## src/verilog/lcc_pkg.sv

```systemverilog
// Package for the ladder converter control block: register map, fields, codes, carriers.
// Assumes an APB slave at 25 MHz and two converter instances behind it.
// Contract
// - Converter works only while its enable bit (bit 7) is set.
// - First instance: pin code 10 routes to pin two, 01 to pin zero.
// - At most one output pin connected at any time, whatever code.
// - Upper reference: 00 supply, 01 external pin, 10 fixed buffer; 11 reserved.
// - Lower reference bit 0: 1 external negative pin, 0 ground.
// - Eight-bit level code picks one of 256 ladder taps.
// - Device reset disables converter and disconnects all output pins.
// - Device reset clears level code and control fields to zero.
// - Wake from sleep leaves control and level registers unchanged.
// - In sleep the converter reference is switched off.
// - Second instance has no output pin select and no output buffer.
// - Registers decode at 0x7D, 0x7F, 0xA0, 0xA2 (register indexes).
package lcc_pkg;

  // ==========================================================
  // Register map (printed offsets are indexes, byte address is four times)
  localparam logic [7:0]  LCC_IDX_LEVEL_ONE = 8'h7D;
  localparam logic [7:0]  LCC_IDX_CTL_ONE   = 8'h7F;
  localparam logic [7:0]  LCC_IDX_LEVEL_TWO = 8'hA0;
  localparam logic [7:0]  LCC_IDX_CTL_TWO   = 8'hA2;
  localparam int          LCC_AW            = 12;
  localparam logic [11:0] LCC_ADDR_LEVEL_ONE = {2'h0, LCC_IDX_LEVEL_ONE, 2'h0};
  localparam logic [11:0] LCC_ADDR_CTL_ONE   = {2'h0, LCC_IDX_CTL_ONE, 2'h0};
  localparam logic [11:0] LCC_ADDR_LEVEL_TWO = {2'h0, LCC_IDX_LEVEL_TWO, 2'h0};
  localparam logic [11:0] LCC_ADDR_CTL_TWO   = {2'h0, LCC_IDX_CTL_TWO, 2'h0};

  // Decode hit positions
  localparam int LCC_HIT_LEVEL_ONE = 0;
  localparam int LCC_HIT_CTL_ONE   = 1;
  localparam int LCC_HIT_LEVEL_TWO = 2;
  localparam int LCC_HIT_CTL_TWO   = 3;

  // ==========================================================
  // Control register fields
  localparam int LCC_EN_BIT = 7;
  localparam int LCC_OE_HI  = 5;
  localparam int LCC_OE_LO  = 4;
  localparam int LCC_UP_HI  = 3;
  localparam int LCC_UP_LO  = 2;
  localparam int LCC_LO_BIT = 0;

  localparam logic [7:0] LCC_CTL_MASK_ONE = 8'hBD;
  localparam logic [7:0] LCC_CTL_MASK_TWO = 8'h8D;
  localparam logic [7:0] LCC_CTL_RESET    = 8'h00;
  localparam logic [7:0] LCC_LEVEL_RESET  = 8'h00;

  // ==========================================================
  // Codes
  localparam logic [1:0] LCC_OE_PIN_TWO  = 2'h2;
  localparam logic [1:0] LCC_OE_PIN_ZERO = 2'h1;
  localparam logic [1:0] LCC_UP_SUPPLY   = 2'h0;
  localparam logic [1:0] LCC_UP_EXT      = 2'h1;
  localparam logic [1:0] LCC_UP_FIXED    = 2'h2;

  // ==========================================================
  // Carriers
  typedef struct packed {
    logic       en;
    logic [1:0] oe;
    logic [1:0] upper;
    logic       lower;
    logic [7:0] code;
  } lcc_cfg_t;

  typedef struct packed {
    logic       active;
    logic       ref_on;
    logic       sw_supply;
    logic       sw_ext;
    logic       sw_fixed;
    logic       sw_lower_ext;
    logic       sw_lower_gnd;
    logic [7:0] tap;
    logic       pin_zero;
    logic       pin_two;
  } lcc_out_t;

endpackage

```

## src/verilog/lcc_apb_slave.sv

```systemverilog
// APB address decode and handshake for the converter registers.
// Assumes a standard APB master on pclk; answers with no wait state.
`timescale 1ns/100ps
module lcc_apb_slave
  import lcc_pkg::*;
(
  input  wire logic              psel,
  input  wire logic              penable,
  input  wire logic              pwrite,
  input  wire logic [LCC_AW-1:0] paddr,
  output logic                   pready,
  output logic                   pslverr,
  output logic [3:0]             hit,
  output logic                   wr_stb,
  output logic                   rd_setup
);

  // ==========================================================
  // Address decode
  always_comb
  begin
    hit                    = 4'h0;
    hit[LCC_HIT_LEVEL_ONE] = (paddr == LCC_ADDR_LEVEL_ONE);
    hit[LCC_HIT_CTL_ONE]   = (paddr == LCC_ADDR_CTL_ONE);
    hit[LCC_HIT_LEVEL_TWO] = (paddr == LCC_ADDR_LEVEL_TWO);
    hit[LCC_HIT_CTL_TWO]   = (paddr == LCC_ADDR_CTL_TWO);
  end

  // ==========================================================
  // Handshake
  assign pready   = 1'b1;
  assign pslverr  = psel & penable & ~(|hit);
  assign wr_stb   = psel & penable & pwrite & (|hit);
  assign rd_setup = psel & ~penable & ~pwrite;

endmodule

```

## src/verilog/lcc_channel.sv

```systemverilog
// One converter instance: turns its settings into ladder, switch and pin controls.
// Assumes settings come from registers on the same clock.
`timescale 1ns/100ps
module lcc_channel
  import lcc_pkg::*;
#(
  parameter bit HAS_PINS = 1'b1
)
(
  input  wire logic     pclk,
  input  wire logic     presetn,
  input  wire lcc_cfg_t cfg,
  input  wire logic     sleep_active,
  output lcc_out_t      out_q
);

  lcc_out_t out_d;
  logic     ref_live;

  // ==========================================================
  // Next control state
  always_comb
  begin
    out_d        = '0;
    ref_live     = cfg.en & ~sleep_active;
    out_d.active = cfg.en;
    out_d.ref_on = ref_live;
    if (ref_live)
    begin
      out_d.sw_supply    = (cfg.upper == LCC_UP_SUPPLY);
      out_d.sw_ext       = (cfg.upper == LCC_UP_EXT);
      out_d.sw_fixed     = (cfg.upper == LCC_UP_FIXED);
      out_d.sw_lower_ext = cfg.lower;
      out_d.sw_lower_gnd = ~cfg.lower;
    end
    if (cfg.en)
    begin
      out_d.tap = cfg.code;
    end
    if (HAS_PINS && cfg.en)
    begin
      case (cfg.oe)
        LCC_OE_PIN_TWO:  out_d.pin_two  = 1'b1;
        LCC_OE_PIN_ZERO: out_d.pin_zero = 1'b1;
        default:         out_d.pin_zero = 1'b0;
      endcase
    end
  end

  // ==========================================================
  // Output flops
  always_ff @(posedge pclk or negedge presetn)
  begin
    if (!presetn)
    begin
      out_q <= '0;
    end
    else
    begin
      out_q <= out_d;
    end
  end

endmodule

```

## src/verilog/lcc_top.sv

```systemverilog
// Top of the ladder converter control block: APB registers and two converter instances.
// Assumes an APB master on pclk (25 MHz) and a sleep level from the power manager on pclk.
//
// The APB interface to the registers was chosen for this implementation.
`timescale 1ns/100ps
module lcc_top
  import lcc_pkg::*;
(
  input  wire logic              pclk,
  input  wire logic              presetn,
  input  wire logic              psel,
  input  wire logic              penable,
  input  wire logic              pwrite,
  input  wire logic [LCC_AW-1:0] paddr,
  input  wire logic [31:0]       pwdata,
  input  wire logic [3:0]        pstrb,
  output logic [31:0]            prdata,
  output logic                   pready,
  output logic                   pslverr,
  input  wire logic              sleep_active,
  output lcc_out_t               out_one,
  output lcc_out_t               out_two
);

  logic [7:0]  level_one_q;
  logic [7:0]  ctl_one_q;
  logic [7:0]  level_two_q;
  logic [7:0]  ctl_two_q;
  logic [31:0] prdata_q;
  logic [31:0] rd_mux;
  logic [3:0]  hit;
  logic        wr_stb;
  logic        rd_setup;
  logic        wr_lane;
  lcc_cfg_t    cfg_one;
  lcc_cfg_t    cfg_two;

  // ==========================================================
  // Bus slave
  lcc_apb_slave u_apb
  (
    .psel     (psel),
    .penable  (penable),
    .pwrite   (pwrite),
    .paddr    (paddr),
    .pready   (pready),
    .pslverr  (pslverr),
    .hit      (hit),
    .wr_stb   (wr_stb),
    .rd_setup (rd_setup)
  );

  // Only the low byte lane carries register data
  assign wr_lane = wr_stb & pstrb[0];

  // ==========================================================
  // Level code registers
  always_ff @(posedge pclk or negedge presetn)
  begin
    if (!presetn)
    begin
      level_one_q <= LCC_LEVEL_RESET;
    end
    else if (wr_lane && hit[LCC_HIT_LEVEL_ONE])
    begin
      level_one_q <= pwdata[7:0];
    end
  end

  always_ff @(posedge pclk or negedge presetn)
  begin
    if (!presetn)
    begin
      level_two_q <= LCC_LEVEL_RESET;
    end
    else if (wr_lane && hit[LCC_HIT_LEVEL_TWO])
    begin
      level_two_q <= pwdata[7:0];
    end
  end

  // ==========================================================
  // Control registers; only presetn clears them, sleep and wake do not
  always_ff @(posedge pclk or negedge presetn)
  begin
    if (!presetn)
    begin
      ctl_one_q <= LCC_CTL_RESET;
    end
    else if (wr_lane && hit[LCC_HIT_CTL_ONE])
    begin
      ctl_one_q <= pwdata[7:0] & LCC_CTL_MASK_ONE;
    end
  end

  always_ff @(posedge pclk or negedge presetn)
  begin
    if (!presetn)
    begin
      ctl_two_q <= LCC_CTL_RESET;
    end
    else if (wr_lane && hit[LCC_HIT_CTL_TWO])
    begin
      ctl_two_q <= pwdata[7:0] & LCC_CTL_MASK_TWO;
    end
  end

  // ==========================================================
  // Read data, captured in the setup phase
  always_comb
  begin
    rd_mux = 32'h0000_0000;
    case (1'b1)
      hit[LCC_HIT_LEVEL_ONE]: rd_mux[7:0] = level_one_q;
      hit[LCC_HIT_CTL_ONE]:   rd_mux[7:0] = ctl_one_q;
      hit[LCC_HIT_LEVEL_TWO]: rd_mux[7:0] = level_two_q;
      hit[LCC_HIT_CTL_TWO]:   rd_mux[7:0] = ctl_two_q;
      default:                rd_mux      = 32'h0000_0000;
    endcase
  end

  always_ff @(posedge pclk or negedge presetn)
  begin
    if (!presetn)
    begin
      prdata_q <= 32'h0000_0000;
    end
    else if (rd_setup)
    begin
      prdata_q <= rd_mux;
    end
  end

  assign prdata = prdata_q;

  // ==========================================================
  // Converter instances
  always_comb
  begin
    cfg_one       = '0;
    cfg_one.en    = ctl_one_q[LCC_EN_BIT];
    cfg_one.oe    = ctl_one_q[LCC_OE_HI:LCC_OE_LO];
    cfg_one.upper = ctl_one_q[LCC_UP_HI:LCC_UP_LO];
    cfg_one.lower = ctl_one_q[LCC_LO_BIT];
    cfg_one.code  = level_one_q;
    cfg_two       = '0;
    cfg_two.en    = ctl_two_q[LCC_EN_BIT];
    cfg_two.upper = ctl_two_q[LCC_UP_HI:LCC_UP_LO];
    cfg_two.lower = ctl_two_q[LCC_LO_BIT];
    cfg_two.code  = level_two_q;
  end

  lcc_channel #(.HAS_PINS(1'b1)) u_one
  (
    .pclk         (pclk),
    .presetn      (presetn),
    .cfg          (cfg_one),
    .sleep_active (sleep_active),
    .out_q        (out_one)
  );

  lcc_channel #(.HAS_PINS(1'b0)) u_two
  (
    .pclk         (pclk),
    .presetn      (presetn),
    .cfg          (cfg_two),
    .sleep_active (sleep_active),
    .out_q        (out_two)
  );

  // ==========================================================
  // Checks
  chk_enable_gates: assert property (
    @(posedge pclk) disable iff (!presetn)
    !ctl_one_q[LCC_EN_BIT] |=> !out_one.active && !out_one.ref_on && out_one.tap == 8'h00
  ) else $error("converter one active while disabled");

  chk_pin_route_two: assert property (
    @(posedge pclk) disable iff (!presetn)
    ctl_one_q[LCC_EN_BIT] && ctl_one_q[LCC_OE_HI:LCC_OE_LO] == LCC_OE_PIN_TWO
    |=> out_one.pin_two && !out_one.pin_zero
  ) else $error("pin two not routed for code 10");

  chk_pin_route_zero: assert property (
    @(posedge pclk) disable iff (!presetn)
    ctl_one_q[LCC_EN_BIT] && ctl_one_q[LCC_OE_HI:LCC_OE_LO] == LCC_OE_PIN_ZERO
    |=> out_one.pin_zero && !out_one.pin_two
  ) else $error("pin zero not routed for code 01");

  chk_pin_one_hot: assert property (
    @(posedge pclk) disable iff (!presetn)
    !(out_one.pin_zero && out_one.pin_two)
  ) else $error("both output pins connected");

  chk_upper_select: assert property (
    @(posedge pclk) disable iff (!presetn)
    ctl_one_q[LCC_EN_BIT] && !sleep_active && ctl_one_q[LCC_UP_HI:LCC_UP_LO] == LCC_UP_FIXED
    |=> out_one.sw_fixed && !out_one.sw_supply && !out_one.sw_ext
  ) else $error("fixed buffer not selected for code 10");

  chk_lower_select: assert property (
    @(posedge pclk) disable iff (!presetn)
    ctl_two_q[LCC_EN_BIT] && !sleep_active
    |=> out_two.sw_lower_ext == $past(ctl_two_q[LCC_LO_BIT]) && out_two.sw_lower_gnd != out_two.sw_lower_ext
  ) else $error("lower reference switch wrong");

  chk_tap_follows: assert property (
    @(posedge pclk) disable iff (!presetn)
    wr_lane && hit[LCC_HIT_LEVEL_ONE] && ctl_one_q[LCC_EN_BIT] ##1 ctl_one_q[LCC_EN_BIT]
    |=> out_one.tap == $past(pwdata[7:0], 2)
  ) else $error("ladder tap does not follow level code");

  chk_reset_outputs: assert property (
    @(posedge pclk) disable iff (!presetn)
    $rose(presetn) |-> !out_one.active && !out_one.pin_zero && !out_one.pin_two && !out_two.active
  ) else $error("outputs not cleared by reset");

  chk_reset_regs: assert property (
    @(posedge pclk) disable iff (!presetn)
    $rose(presetn) |-> level_one_q == 8'h00 && ctl_one_q == 8'h00 && level_two_q == 8'h00 && ctl_two_q == 8'h00
  ) else $error("registers not cleared by reset");

  chk_sleep_keeps: assert property (
    @(posedge pclk) disable iff (!presetn)
    sleep_active && !wr_stb ##1 !sleep_active
    |-> $stable(ctl_one_q) && $stable(level_one_q) && $stable(ctl_two_q) && $stable(level_two_q)
  ) else $error("registers changed across wake");

  chk_sleep_ref_off: assert property (
    @(posedge pclk) disable iff (!presetn)
    sleep_active |=> !out_one.ref_on && !out_two.ref_on && !out_one.sw_supply && !out_two.sw_ext
  ) else $error("reference on during sleep");

  chk_two_no_pins: assert property (
    @(posedge pclk) disable iff (!presetn)
    !out_two.pin_zero && !out_two.pin_two && ctl_two_q[LCC_OE_HI:LCC_OE_LO] == 2'h0
  ) else $error("second instance drives a pin");

  chk_decode_ctl: assert property (
    @(posedge pclk) disable iff (!presetn)
    wr_lane && paddr == LCC_ADDR_CTL_ONE |=> ctl_one_q == ($past(pwdata[7:0]) & LCC_CTL_MASK_ONE)
  ) else $error("control one not written at its address");

  chk_unmapped_err: assert property (
    @(posedge pclk) disable iff (!presetn)
    psel && penable && hit == 4'h0 |-> pslverr && pready
  ) else $error("unmapped access not flagged");

  chk_reserved_zero: assert property (
    @(posedge pclk) disable iff (!presetn)
    (ctl_one_q & ~LCC_CTL_MASK_ONE) == 8'h00 && (ctl_two_q & ~LCC_CTL_MASK_TWO) == 8'h00
  ) else $error("unimplemented control bit set");

  chk_pin_off_codes: assert property (
    @(posedge pclk) disable iff (!presetn)
    ctl_one_q[LCC_OE_HI] == ctl_one_q[LCC_OE_LO] |=> !out_one.pin_zero && !out_one.pin_two
  ) else $error("pin connected for a disconnect code");

  chk_pins_need_en: assert property (
    @(posedge pclk) disable iff (!presetn)
    !ctl_one_q[LCC_EN_BIT] |=> !out_one.pin_zero && !out_one.pin_two
  ) else $error("pin connected while converter one disabled");

  chk_upper_supply: assert property (
    @(posedge pclk) disable iff (!presetn)
    ctl_one_q[LCC_EN_BIT] && !sleep_active && ctl_one_q[LCC_UP_HI:LCC_UP_LO] == LCC_UP_SUPPLY
    |=> out_one.sw_supply && !out_one.sw_ext && !out_one.sw_fixed
  ) else $error("supply not selected for code 00");

  chk_upper_ext: assert property (
    @(posedge pclk) disable iff (!presetn)
    ctl_two_q[LCC_EN_BIT] && !sleep_active && ctl_two_q[LCC_UP_HI:LCC_UP_LO] == LCC_UP_EXT
    |=> out_two.sw_ext && !out_two.sw_supply && !out_two.sw_fixed
  ) else $error("external reference not selected for code 01");

  chk_switch_one_hot: assert property (
    @(posedge pclk) disable iff (!presetn)
    $onehot0({out_one.sw_supply, out_one.sw_ext, out_one.sw_fixed}) && !(out_one.sw_lower_ext && out_one.sw_lower_gnd)
    && $onehot0({out_two.sw_supply, out_two.sw_ext, out_two.sw_fixed}) && !(out_two.sw_lower_ext && out_two.sw_lower_gnd)
  ) else $error("two reference switches closed at once");

  chk_two_en_gates: assert property (
    @(posedge pclk) disable iff (!presetn)
    !ctl_two_q[LCC_EN_BIT] |=> !out_two.active && !out_two.ref_on && out_two.tap == 8'h00
  ) else $error("converter two active while disabled");

  chk_tap_two: assert property (
    @(posedge pclk) disable iff (!presetn)
    ctl_two_q[LCC_EN_BIT] |=> out_two.tap == $past(level_two_q)
  ) else $error("ladder tap two does not follow level code");

  chk_wake_ref_on: assert property (
    @(posedge pclk) disable iff (!presetn)
    ctl_one_q[LCC_EN_BIT] && !sleep_active |=> out_one.ref_on && out_one.active
  ) else $error("reference off while awake and enabled");

  chk_lower_one: assert property (
    @(posedge pclk) disable iff (!presetn)
    ctl_one_q[LCC_EN_BIT] && !sleep_active
    |=> out_one.sw_lower_ext == $past(ctl_one_q[LCC_LO_BIT]) && out_one.sw_lower_gnd == !$past(ctl_one_q[LCC_LO_BIT])
  ) else $error("lower reference switch of converter one wrong");

  chk_decode_level: assert property (
    @(posedge pclk) disable iff (!presetn)
    wr_lane && paddr == LCC_ADDR_LEVEL_TWO |=> level_two_q == $past(pwdata[7:0])
  ) else $error("level two not written at its address");

  chk_read_ctl_two: assert property (
    @(posedge pclk) disable iff (!presetn)
    rd_setup && hit[LCC_HIT_CTL_TWO] |=> prdata == {24'h00_0000, $past(ctl_two_q)}
  ) else $error("control two read data wrong");

  chk_strobe_masked: assert property (
    @(posedge pclk) disable iff (!presetn)
    wr_stb && !pstrb[0]
    |=> $stable(level_one_q) && $stable(ctl_one_q) && $stable(level_two_q) && $stable(ctl_two_q)
  ) else $error("write without low lane strobe changed a register");

endmodule

```

## config.mk

```make
export PLATFORM = sky130hd
export DESIGN_NAME = lcc_top
export DESIGN_NICKNAME = d
export VERILOG_FILES = /design/src/verilog/lcc_pkg.sv /design/src/verilog/lcc_apb_slave.sv /design/src/verilog/lcc_channel.sv /design/src/verilog/lcc_top.sv
export SDC_FILE = /design/constraint.sdc
export NUM_CORES = 1
export LEC_CHECK = 0
export ABC_AREA = 1
export BUFFER_PORTS_ARGS = -buffer_cell sky130_fd_sc_hd__buf_2
export CORE_ASPECT_RATIO = 1.75
export CORE_MARGIN = 2
export CORE_UTILIZATION = 44
export DETAILED_ROUTE_END_ITERATION = 10
export PLACE_DENSITY = 0.76
export SLEW_MARGIN = 10
export SYNTH_ARGS = -nofsm -noshare
export SYNTH_HDL_FRONTEND = slang
export SYNTH_HIERARCHICAL = 1
export SYNTH_SLANG_ARGS = --single-unit
```

## constraint.sdc

```tcl
create_clock -name pclk -period 0.8 [get_ports pclk]
set_input_delay 0.2 -clock pclk [delete_from_list [all_inputs] [get_ports pclk]]
set_output_delay 0.2 -clock pclk [all_outputs]
set_load 0.03 [all_outputs]
```

### Yosys cells after proc, flatten, opt, wreduce, memory -nomap -nowiden

Cells that the tools add are included.
Widths: inputs -> output; s select.

* reduce and logical (&&, ||, !) cells: 7
* multiplexer cells: 11
* equality and inequality tests: 10
* shifts and indexed selects: 0
* multiply operators: 0
* add/subtract/negate cells: 0
* div/mod/pow operators: 0
* order comparisons: 0
* bitwise logic cells: 15

Operators by type and width (number)
* $mux 8: 6
* $eq 12x10->1 const B: 2
* $eq 12x9->1 const B: 2
* $mux 5: 2
* $and 1x1->1: 9
* $eq 2x1->1 const B: 3
* $eq 2x2->1 const B: 3
* $not 1->1: 6
* $logic_and 1x1->1: 4
* $logic_not 2->1: 2
* $reduce_or 4->1: 1
* $mux 1: 2
* $mux 2: 1

* input bits: 54
* memories: 0
* logic and storage cells: 66
* output and inout port bits: 68
* bits in writable memories: 0
* bits in read-only memories: 0
* latch bits: 0
* bits in registers: 66

### Logic depth before layout (Yosys ltp)

Gate-level depths: netlist of the first run.

* word-level depth: 5
* mapped depth: 11
* depth with buffers taken out: 10

### Modules after synthesis

The synthesis of the first run kept the hierarchy.

By module, submodules not included
* lcc_top: seq. area each 850.8 um^2, area each 1811.7 um^2, cells each 200, times used 1
* lcc_channel at u_one: seq. area each 425.4 um^2, area each 564.3 um^2, cells each 52, times used 1
* lcc_channel at u_two: seq. area each 375.4 um^2, area each 533.0 um^2, cells each 49, times used 1
* lcc_apb_slave: seq. area each 0.0 um^2, area each 196.4 um^2, cells each 43, times used 1

### Worst setup path after synthesis of the first run

OpenSTA, ideal clock, no wires.

* path kind: input -> register
* start: input paddr[9]
* end: register level_two_q[3]
* required time: 0.679 ns
* arrival time: 1.205 ns
* path buffers: 1
* library setup time: 0.121 ns
* slack: -0.526 ns
* cell stages on the path: 11
* cell sequence: inv_1 > nand2_1 > nor2_4 > nand3_2 > nand3_2 > nand2_1 > inv_1 > nand3_4 > buf_6 > nand2_2 > o21ai_2

* cells in the longest elaborated chain, start to end: 5
* elaborated cells on any way between the ends: 8
* classes of those cells: eq/ne: 4; bitwise: 2; reduce/logical: 2

RTL lines
* start, declared: line lcc_top.sv:14 `input wire logic [LCC_AW-1:0] paddr,`
* $eq 12x9->1, or another cell as far along: line lcc_apb_slave.sv:23 `hit[LCC_HIT_LEVEL_ONE] = (paddr == LCC_ADDR_LEVEL_ONE);`
* $reduce_or 4->1 (*): line lcc_apb_slave.sv:33 `assign wr_stb = psel & penable & pwrite & (|hit);`
* $and 1x1->1 (*): line lcc_apb_slave.sv:33
* net wr_stb: line lcc_top.sv:32 `logic wr_stb;`
* $and 1x1->1 (*): line lcc_top.sv:54 `assign wr_lane = wr_stb & pstrb[0];`
* $logic_and 1x1->1 (*): line lcc_top.sv:76 `else if (wr_lane && hit[LCC_HIT_LEVEL_TWO])`
* end signal, assigned: line lcc_top.sv:78 `level_two_q <= pwdata[7:0];`
* end, declared: line lcc_top.sv:27 `logic [7:0] level_two_q;`

Mark *: on every way through the listed nets, which the timed path passes. The rest lies on a longest branch.
A chain may end at the register's enable or synchronous reset.

### Final worst setup path of the first run

* start: input paddr[9]
* end: output pslverr

* cells in the longest elaborated chain, start to end: 4
* elaborated cells on any way between the ends: 7
* classes of those cells: eq/ne: 4; bitwise: 2; reduce/logical: 1

RTL lines
* $eq 12x9->1, or another cell as far along: line lcc_apb_slave.sv:23
* $reduce_or 4->1 (*): line lcc_apb_slave.sv:32 `assign pslverr = psel & penable & ~(|hit);`
* $not 1->1 (*): line lcc_apb_slave.sv:32
* $and 1x1->1 (*): line lcc_apb_slave.sv:32
* end, declared: line lcc_top.sv:19 `output logic pslverr,`

Every way passes the cells marked *; elsewhere a longest branch is shown, timed or not.

==> results by group, run 1 <==
Status
  – Run status: finished, violations left
  – Failing checks: setup timing

Timing
  – Post-Route Skew: 4.43 ps
  – Setup WS post-layout: -399 ps
  – Hold Vio Cnt, Final: 0
  – Fmax: around 0.83 GHz
  – RSZ-0062 raised after global routing: yes
  – Final period util: 1.50
  – Final setup TNS: -20780 ps
  – Min Tclk post-route: 1200 ps
  – Final slew viol count: 0
  – Final setup violation count: 89

Routing
  – Average vias per placed instance: 4.65
  – Routed len/inst: 13.5 um
  – DR vias: 2542
  – Initial DRC Count: 146
  – DR pass1 iterations: 4
  – Post-Route WL: 7400 um
  – Antenna-violating nets left: 0
  – Post-route DRC: 0

Floorplan
  – Die X: slightly below 70 um
  – I/O Pins: about 120
  – Core area: 0.00686 mm2
  – Std-Cell Rows: 40
  – Initial Util: 0.453
  – Die height: about 120 um
  – Total die area: ~0.0078 mm2

Power
  – Net Sw Frac: 0.229
  – Combinational share of power: 0.112
  – Overall power: 8090 uW
  – Int Power: 6240 uW
  – Maximum VDD drop: 1210 uV
  – Cell Pwr Density: roughly 1700 mW/mm2
  – Clock power share: 0.465
  – Leakage power: 0.00254 uW
  – Sw Pwr: 1850 uW
  – Sequential share of power: 0.424

Critical path
  – Setup crit end kind: output port
  – Worst path cell trace: buf_6 > inv_4 > nand2_4 > nor2_4 > nand3_4 > nand3_2 > buf_6 > nor2_4 > buf_6
  – Critical path data required time: 600 ps
  – Worst path arrival time: 1000 ps
  – CP top delay family: simple AND/OR/NAND/NOR gates
  – CP Max Fanout: 2
  – CP startpoint kind: input pin
  – Slowest stage cell on the critical path: nor2_4
  – Buffer and inverter count on the worst path: 4
  – Critical path class: in2out
  – CP peak stage delay: 140 ps
  – Cell mode on critical path: buf_6

Yosys
  – Netlist cell types: 21
  – Area contributors post-synth: dfrtp_1 (53%), nand2_1 (10%), buf_4 (7.0%), o21ai_2 (6.2%), inv_1 (6.0%)
  – Synth warn: 6
  – Leading area contributor after synthesis: dfrtp_1
  – Synth top area share: 0.532
  – Netlist Area Pre-Place: 0.00311 mm2
  – Synthesized flop and latch total: between 60 and 70
  – Mean post-synth cell area: between 9 and 10 um2
  – Sequential area share after synthesis: 0.532
  – Mapped Cells: about 340

Hold path
  – Hold/Removal Path Class: in2reg

Placed design
  – Final Wtd Congestion: between 0.8 and 0.9
  – DP HPWL: 4860 um
  – Worst slack, placed: -769 ps
  – Placed insts: 516
  – I/O Buffers: 67

Global routing
  – Initial antenna violation count: 0
  – Remaining Overflow, GRT: 0
  – First-pass GRT wire length: 11400 um
  – Vias in the first global route: ~2600
  – Largest net degree at the start of global routing: 34
  – Total track usage: 0.202

Finish
  – Synth-to-Final Area Change: 53.1%
  – Share of cells above drive strength 1: 0.536
  – Fin nets: 512
  – Antenna fix cells: 0
  – Post-route insts no fill: 547

CTS
  – Clk pin slew, worst setup/hold paths: 50 ps
  – Worst-case clock buffer depth: 2
  – TritonCTS clock tree: built
  – Clock root buffer master: clkbuf_16
  – CTS sink count: 66
  – Clock Latency Late Sink: 320 ps
  – H-tree Lvls: 3
  – Total CTS buffers: 9

Job
  – Max-cap violations: 0
==> layout by cell type (no fill, tap or decap), drive strengths merged <==
master         n
dlygate4sd3    1
dfrtp         66
a21oi         14
conb          27
o21ai         28
clkinvlp       1
a21o           2
inv           49
buf          110
clkinv         2
nand2         94
clkbuf        17
nor3           1
nor2          35
nand3         16
==> through the flow <==
step	hold slack, ps	utilization	instance area [um2]
2_1_floorplan	-95.6	-	3260
5_1_grt	187	0.694	4760
3_5_place_dp	19.9	0.538	3690
6_report	163	0.694	4760
3_3_place_gp	19.2	0.538	3690
4_1_cts	156	0.662	4540
==> cell usage after synthesis <==
master / n
nand2_1: 85
nand2_4: 1
nor2_4: 1
nand3_1: 7
buf_4: 29
a21o_1: 2
o21ai_2: 22
buf_6: 5
inv_1: 50
nand2_2: 8
nor3_1: 1
nand3_2: 5
o21ai_0: 6
dfrtp_1: 66
a21oi_1: 14
nor2_1: 28
inv_2: 1
conb_1: 3
buf_2: 2
nand3_4: 2
nor2_2: 6
==> metal layers <==
metal	wire length [um]	GRT usage	vias up
li1	-	-	1217
met1	2510	0.199	1203
met2	4260	0.363	102
met3	348	0.0411	20
met4	284	0.137	0
met5	0	0	-
==> cells by family after synthesis <==
logic type      after synthesis  share of synthesized area
buf+inv                      87                      0.153
compound gates               44                     0.0991
other cells                   3                    0.00363
flops                        66                      0.532
simple gates                144                      0.212
==> power groups by stage <==
stage                     registers [uW]  clock network (uW)  logic, uW
after floorplan                     3570                   0        415
after CTS                           3430                3830        862
final                               3430                3760        903
after detailed placement            3470                   0        686
after global placement              3470                   0        677
after global routing                3430                3970        975
==> state kept, by name, summed over array words and instances (netlist names) <==
signal	flops
u_one/out_q	17
u_two/out_q	15
prdata	8
level_one_q	8
ctl_one_q	6
ctl_two_q	4
level_two_q	8
==> what timing repair did <==
action / 4_1_cts / 5_1_grt
setup endpoints to repair: 98 / 100
gates resized for setup: 134 / 60
hold buffers: 1 / 0
buffers inserted: 7 / 2
pin swaps: 16 / 12
hold endpoints to repair: 66 / 0
gates cloned: 3 / 2
==> layout make-up <==
class                      instances  area (um2)
tap                               84         105
sequential                        66        1650
fill                             489        2100
multi-input combinational        217        1360
inverter                          51         228
timing repair buffer             113        1100
clock buffer                      15         298
clock inverter                     1        5.00
==> path summary, 6_finish.rpt <==
path / from / to / cells past startpoint / slack, ps
max in group asynchronous: presetn / ctl_one_q[7] / 3 / 150
min in group asynchronous: presetn / u_two/out_q[16] / 2 / 260
worst min register to register: ctl_one_q[0] / u_one/out_q[10] / 1 / 500
worst max-delay path: paddr[9] / pslverr / 9 / -400
worst min-delay path: pwdata[6] / level_one_q[6] / 3 / 160
worst max register to register: ctl_one_q[7] / prdata[7] / 4 / -110
==> tightest hold or removal path: stages <==
cell	delay, ps
buf_2	70
inv_1	60
o21ai_2	120
No activity file was read; power rests on OpenSTA's default activity.
==> run 2: changes to the inputs <==
--- a/config.mk
+++ b/config.mk
@@ -9,9 +9,10 @@
 export BUFFER_PORTS_ARGS = -buffer_cell sky130_fd_sc_hd__buf_2
 export CORE_ASPECT_RATIO = 1.75
 export CORE_MARGIN = 2
-export CORE_UTILIZATION = 44
+export CORE_UTILIZATION = 45
+export CTS_BUF_LIST = sky130_fd_sc_hd__clkbuf_4 sky130_fd_sc_hd__clkbuf_8
 export DETAILED_ROUTE_END_ITERATION = 10
-export PLACE_DENSITY = 0.76
+export PLACE_DENSITY = 0.78
 export SLEW_MARGIN = 10
 export SYNTH_ARGS = -nofsm -noshare
 export SYNTH_HDL_FRONTEND = slang
==> results by group, run 2 (synthesis gave the netlist of run 1 again) <==
Status
  – Run status: finished, violations left
  – Failing checks: setup timing

Finish
  – Commonest non-fill, non-tap cell in the layout: dfrtp_1
  – Synth-to-Final Area Change: 54.6%
  – Final Util: 0.711
  – Regs by FF count: u_one/out_q: 17 flops, u_two/out_q: 15 flops
  – Most frequent cells in the layout: dfrtp_1 (64), buf_6 (57), nand2_1 (51), buf_4 (34)
  – Antenna fix cells: 0
  – Cell area after layout: ~0.0048 mm2
  – Area of the multi-input gates: 0.00138 mm2
  – Filler instances: roughly 440
  – Largest Register: u_one/out_q
  – Register Area: ~0.0017 mm2
  – Number of flip-flops under the largest register name: 17
  – Fin nets: 520
  – Share of cells above drive strength 1: 0.561

Placed design
  – I/O Buffers: 67
  – DP HPWL: ~4800 um
  – Placed Area: ~0.0037 mm2
  – Final Wtd Congestion: 0.846

Global routing
  – Vias in the first global route: approximately 2500
  – Total track usage: 0.205
  – Initial antenna violation count: 0
  – Most Crowded Layer GR: met2
  – Largest net degree at the start of global routing: 32
  – First-pass GRT wire length: 11600 um
  – GR Util met2: 0.377
  – Met1 layer usage reported by global route: 0.211
  – M3 GR Usage: 0.0454
  – Remaining Overflow, GRT: 0

Floorplan
  – Die X: 66.8 um
  – Total die area: between 0.007 and 0.008 mm2
  – Std-Cell Rows: 40
  – Core area: just under 0.007 mm2
  – Die height: roughly 110 um
  – Initial Util: 0.460
  – I/O Pins: 122

Critical path
  – Buffer and inverter count on the worst path: 4
  – CP peak stage delay: 130 ps
  – R2r setup slk: -130 ps
  – CP Max Fanout: 3
  – Setup crit end kind: output port
  – CP startpoint kind: input pin
  – Cell mode on critical path: buf_6
  – CP top delay family: simple AND/OR/NAND/NOR gates
  – Critical path class: in2out
  – Slowest stage cell on the critical path: nand3_2
  – Worst path arrival time: 1010 ps
  – Worst path cell trace: buf_6 > inv_2 > nand2_2 > nor2_2 > nand3_2 > nand3_2 > buf_6 > nor2_4 > buf_6
  – Critical path data required time: 600 ps

Power
  – Clock power share: 0.371
  – Combinational share of power: 0.138
  – Sequential share of power: 0.491
  – Leakage power: 0.00260 uW
  – Maximum VDD drop: 797 uV
  – Sw Pwr: between 1500 and 2000 uW
  – Cell Pwr Density: 1450 mW/mm2
  – Int Power: 5190 uW
  – Net Sw Frac: 0.254

Routing
  – Initial DRC Count: between 70 and 80
  – DR pass1 iterations: 4
  – Average vias per placed instance: 4.72
  – Post-route DRC: 0
  – Antenna-violating nets left: 0
  – Post-Route WL: 7780 um
  – DR vias: 2620
  – Routed len/inst: 14.0 um

Timing
  – Final slew viol count: 0
  – Min Tclk post-route: 1210 ps
  – Hold Vio Cnt, Final: 0
  – Setup WS post-layout: -407 ps
  – Final setup TNS: -22960 ps
  – Post-Route Skew: 5.43 ps
  – Final setup violation count: 91
  – Final period util: 1.51
  – Fmax: approximately 0.83 GHz
  – RSZ-0062 raised after global routing: yes

CTS
  – Clock Latency Late Sink: 350 ps
  – TritonCTS clock tree: built
  – CTS sink count: 66
  – Clock root buffer master: clkbuf_8
  – Clk pin slew, worst setup/hold paths: 60 ps
  – H-tree Lvls: 3
  – Worst-case clock buffer depth: 2
  – Total CTS buffers: 9

Job
  – Max-cap violations: 0

Hold path
  – Hold/Removal Path Class: in2reg
run 2: power by group through the flow:
stage / clock network, uW / registers [uW] / logic (uW)
finish: 2580 / 3420 / 960
global route: 2780 / 3420 / 1030
CTS: 2630 / 3420 / 861
detailed placement: 0 / 3470 / 687
global placement: 0 / 3470 / 676
floorplan: 0 / 3570 / 415
run 2: what timing repair did:
| action | in CTS | in global routing |
|---|---|---|
| buffers inserted | 12 | 6 |
| resized for setup | 135 | 86 |
| hold buffers | 1 | 0 |
| pin swaps | 22 | 21 |
| hold endpoints to repair | 66 | 0 |
| cloned | 2 | 1 |
| endpoints found under the setup margin | 95 | 103 |
run 2: path summary, 6_finish.rpt:
kind | startpoint | endpoint | cells past startpoint
setup reg to reg | ctl_two_q[0] | prdata[0] | 4
hold / removal | pwdata[6] | level_two_q[6] | 3
min in group asynchronous | presetn | u_two/out_q[13] | 2
max in group asynchronous | presetn | ctl_one_q[7] | 3
hold reg to reg | ctl_one_q[0] | u_one/out_q[10] | 1
setup / recovery | paddr[5] | pslverr | 9
run 2: metrics by stage:
stage          std cells  setup slack [ps]  hold slack, ps  total power, uW
2_1_floorplan        368              -429           -95.6             3980
3_3_place_gp         517              -684            62.7             4150
3_5_place_dp         517              -787            70.2             4160
4_1_cts              548              -404             140             6910
5_1_grt              555              -468             147             7230
6_report             555              -407             140             6960
run 2: worst min-delay path, cell delays in order:
cell     delay, ps
buf_2           80
inv_1           60
o21ai_2        120
run 2: area by class of cell:
| class | count | area share |
|---|---|---|
| repair buffers | 121 | 0.257 |
| clock buffers | 14 | 0.0375 |
| multi-input cells | 217 | 0.288 |
| inverters | 51 | 0.0492 |
| clock inverters | 2 | 0.00208 |
| well taps | 84 | 0.0219 |
| flip-flops and latches | 66 | 0.344 |
run 2: routing by layer:
metal  up-vias  routed length (um)
met4         0                 288
li1       1239                   -
met1      1252                2500
met5         -                   0
met2       106                4610
met3        23                 376
==> run 3: changes to the inputs <==
--- a/config.mk
+++ b/config.mk
@@ -5,14 +5,13 @@
 export SDC_FILE = /design/constraint.sdc
 export NUM_CORES = 1
 export LEC_CHECK = 0
-export ABC_AREA = 1
 export BUFFER_PORTS_ARGS = -buffer_cell sky130_fd_sc_hd__buf_2
 export CORE_ASPECT_RATIO = 1.75
 export CORE_MARGIN = 2
 export CORE_UTILIZATION = 45
 export CTS_BUF_LIST = sky130_fd_sc_hd__clkbuf_4 sky130_fd_sc_hd__clkbuf_8
 export DETAILED_ROUTE_END_ITERATION = 10
-export PLACE_DENSITY = 0.78
+export PLACE_DENSITY = 0.79
 export SLEW_MARGIN = 10
 export SYNTH_ARGS = -nofsm -noshare
 export SYNTH_HDL_FRONTEND = slang
==> results by group, run 3 <==
Timing
  – Fmax: slightly below 0.7 GHz
  – Final period util: 1.84
  – Min Tclk post-route: 1470 ps
  – RSZ-0062 raised after global routing: yes
  – Hold Vio Cnt, Final: 0
  – Final slew viol count: 0
  – Final setup violation count: 105
  – Post-Route Skew: 5.50 ps
  – Setup WS post-layout: -669 ps

Critical path
  – Buffer and inverter count on the worst path: 1
  – Stages on worst setup path: 7
  – CP top delay family: simple AND/OR/NAND/NOR gates
  – Critical path data required time: 1020 ps
  – Setup crit end kind: register
  – Critical path class: in2reg
  – CP startpoint kind: input pin
  – Worst path cell trace: buf_6 > and4b_1 > nand4_4 > a21oi_2 > and4_4 > nand3_4 > mux2_4
  – R2R depth: 3
  – CP Max Fanout: 8
  – Slowest stage cell on the critical path: mux2_4
  – Worst path arrival time: ~1700 ps
  – CP peak stage delay: 330 ps

Yosys
  – Area contributors post-synth: dfrtp_1 (57%), mux2_2 (10%), buf_4 (7.2%), and2_1 (3.9%), nand2_1 (1.8%)
  – Sequential area share after synthesis: 0.567
  – Most common cell in the netlist: dfrtp_1
  – Netlist cell types: 38
  – Leading area contributor after synthesis: dfrtp_1
  – Synthesized flop and latch total: 66
  – Synth warn: 6
  – Post-synth EDFFs: 0
  – Netlist Area Pre-Place: 0.00291 mm2
  – Main synth FF type: dfrtp_1
  – Synth top area share: 0.567
  – Mapped Cells: 228
  – Mean post-synth cell area: 12.8 um2
  – Commonest cells in the netlist: dfrtp_1 (66), buf_4 (28), mux2_2 (26)
  – Async set or reset register ratio after synthesis: 1.00

Global routing
  – Total track usage: 0.198
  – Remaining Overflow, GRT: 0
  – Largest net degree at the start of global routing: 41
  – Initial antenna violation count: 0
  – Vias in the first global route: 2153
  – First-pass GRT wire length: 10800 um

Finish
  – Synth-to-Final Area Change: 45.4%
  – Cell area after layout: roughly 0.0042 mm2
  – Antenna fix cells: 0
  – Regs by FF count: u_one/out_q: 17 flops, u_two/out_q: 15 flops
  – Share of cells above drive strength 1: 0.588
  – Most frequent cells in the layout: dfrtp_1 (62), buf_6 (54), conb_1 (27), mux2_2 (25), buf_4 (24)
  – Largest Register: u_one/out_q
  – Fin nets: 389
  – Commonest non-fill, non-tap cell in the layout: dfrtp_1
  – Filler instances: 446
  – Number of flip-flops under the largest register name: 17

Placed design
  – Worst slack, placed: -1010 ps
  – Final Wtd Congestion: 0.801
  – I/O Buffers: 67
  – DP HPWL: 4390 um
  – Placed Area: 0.00344 mm2

Job
  – Max-cap violations: 0

Routing
  – Antenna-violating nets left: 0
  – Post-route DRC: 0
  – Met2 routed WL: 3740 um
  – WL met3: 318 um
  – WL met1: 2460 um
  – Routed len/inst: about 16 um
  – Initial DRC Count: 33
  – DR vias: 2064
  – Max Used Layer: met4
  – DR pass1 iterations: 4
  – Post-Route WL: 6630 um
  – Average vias per placed instance: 4.91

Power
  – Sequential share of power: 0.499
  – Sw Pwr: 1740 uW
  – Clock power share: 0.384
  – Net Sw Frac: 0.254
  – Leakage power: around 0.0021 uW
  – Combinational share of power: 0.118
  – Cell Pwr Density: roughly 1600 mW/mm2
  – Maximum VDD drop: 1250 uV
  – Int Power: 5120 uW

Floorplan
  – Std-Cell Rows: 38
  – Die X: between 60 and 70 um
  – Core area: 0.00623 mm2
  – Initial Util: 0.468
  – Total die area: 0.00716 mm2
  – I/O Pins: approximately 120
  – Die height: 110 um

Status
  – Run status: finished, violations left
  – Failing checks: setup timing

CTS
  – H-tree Lvls: 3
  – CTS sink count: 66
  – Clock root buffer master: clkbuf_8
  – Clock Latency Late Sink: 340 ps
  – TritonCTS clock tree: built
  – Worst-case clock buffer depth: 2
  – Total CTS buffers: 9
  – Clk pin slew, worst setup/hold paths: 60 ps

Hold path
  – WHS Path Cells: 2
  – Hold/Removal Path Class: in2reg
## run 3: cell count changes in the layout (fill, tap and decap cells not counted), sizes merged, moves of 4 or more
cell,before,now
a41oi,0,4
nand3b,0,4
inv,51,3
and2,0,18
buf,118,104
nor4b,0,4
o21ai,28,2
and3b,0,4
mux2,0,26
a21oi,14,3
nand3,16,6
nor2,35,12
nand2,94,14
## run 3: cell type report
type                    count  area [um2]  area share
clock inverters             2        10.0     0.00236
inverters                   3        11.3     0.00266
well taps                  80         100      0.0236
flip-flops and latches     66        1660       0.391
clock buffers              14         180      0.0426
repair buffers            105         973       0.230
multi-input cells         150        1300       0.308
## run 3: per-stage QoR
| stage | setup TNS [ps] | std cells | hold slack [ps] | util | power, uW |
|---|---|---|---|---|---|
| floorplan | -25080 | 252 | -95.6 | - | 3920 |
| global placement | -34320 | 390 | 44.5 | 0.553 | 4090 |
| detailed placement | -36770 | 390 | 49.4 | 0.553 | 4110 |
| CTS | -33030 | 416 | 105 | 0.669 | 6850 |
| global route | -37450 | 420 | 105 | 0.680 | 7120 |
| finish | -33730 | 420 | 113 | 0.680 | 6860 |
## run 3: what timing repair did
item | in CTS | in global routing
setup buffers | 9 | 4
hold endpoints to repair | 66 | 0
setup endpoints to repair | 105 | 105
hold buffers | 1 | 0
gates cloned | 1 | 0
resized for setup | 130 | 7
pin swaps | 16 | 7
## run 3: power groups by stage
stage	Sequential (uW)	Combinational (uW)	Clock, uW
2_1_floorplan	3570	352	0
3_5_place_dp	3470	636	0
4_1_cts	3420	769	2670
3_3_place_gp	3470	623	0
5_1_grt	3420	862	2830
6_report	3420	807	2630
## run 3: per-layer routing
metal,track usage,vias up
li1,-,948
met1,0.237,1032
met2,0.342,75
met3,0.0397,9
met4,0.0766,0
met5,0,-
## run 3: worst reg2reg max path, delay by kind of cell (launching register included)
| kind | cells | cell delay, ps |
|---|---|---|
| AND/OR/NAND/NOR | 1 | 200 |
| AO/OA/AOI/OAI | 2 | 320 |
| flip-flops | 1 | 390 |
## run 3: cells by family after synthesis
kind of cell | synth area share
AND/OR/NAND/NOR | 0.191
flip-flops | 0.567
AO/OA/AOI/OAI | 0.0468
other | 0.00387
buffers and inverters | 0.0906
multiplexers | 0.101
## run 3: worst paths after layout
check,start,endpoint,slack (ps)
worst max-delay path,paddr[9],level_one_q[2],-670
max in group asynchronous,presetn,ctl_two_q[7],110
worst min register to register,ctl_two_q[3],u_two/out_q[14],500
worst max register to register,level_two_q[5],prdata[5],-230
min in group asynchronous,presetn,u_two/out_q[12],230
worst min-delay path,pwdata[6],level_one_q[6],110
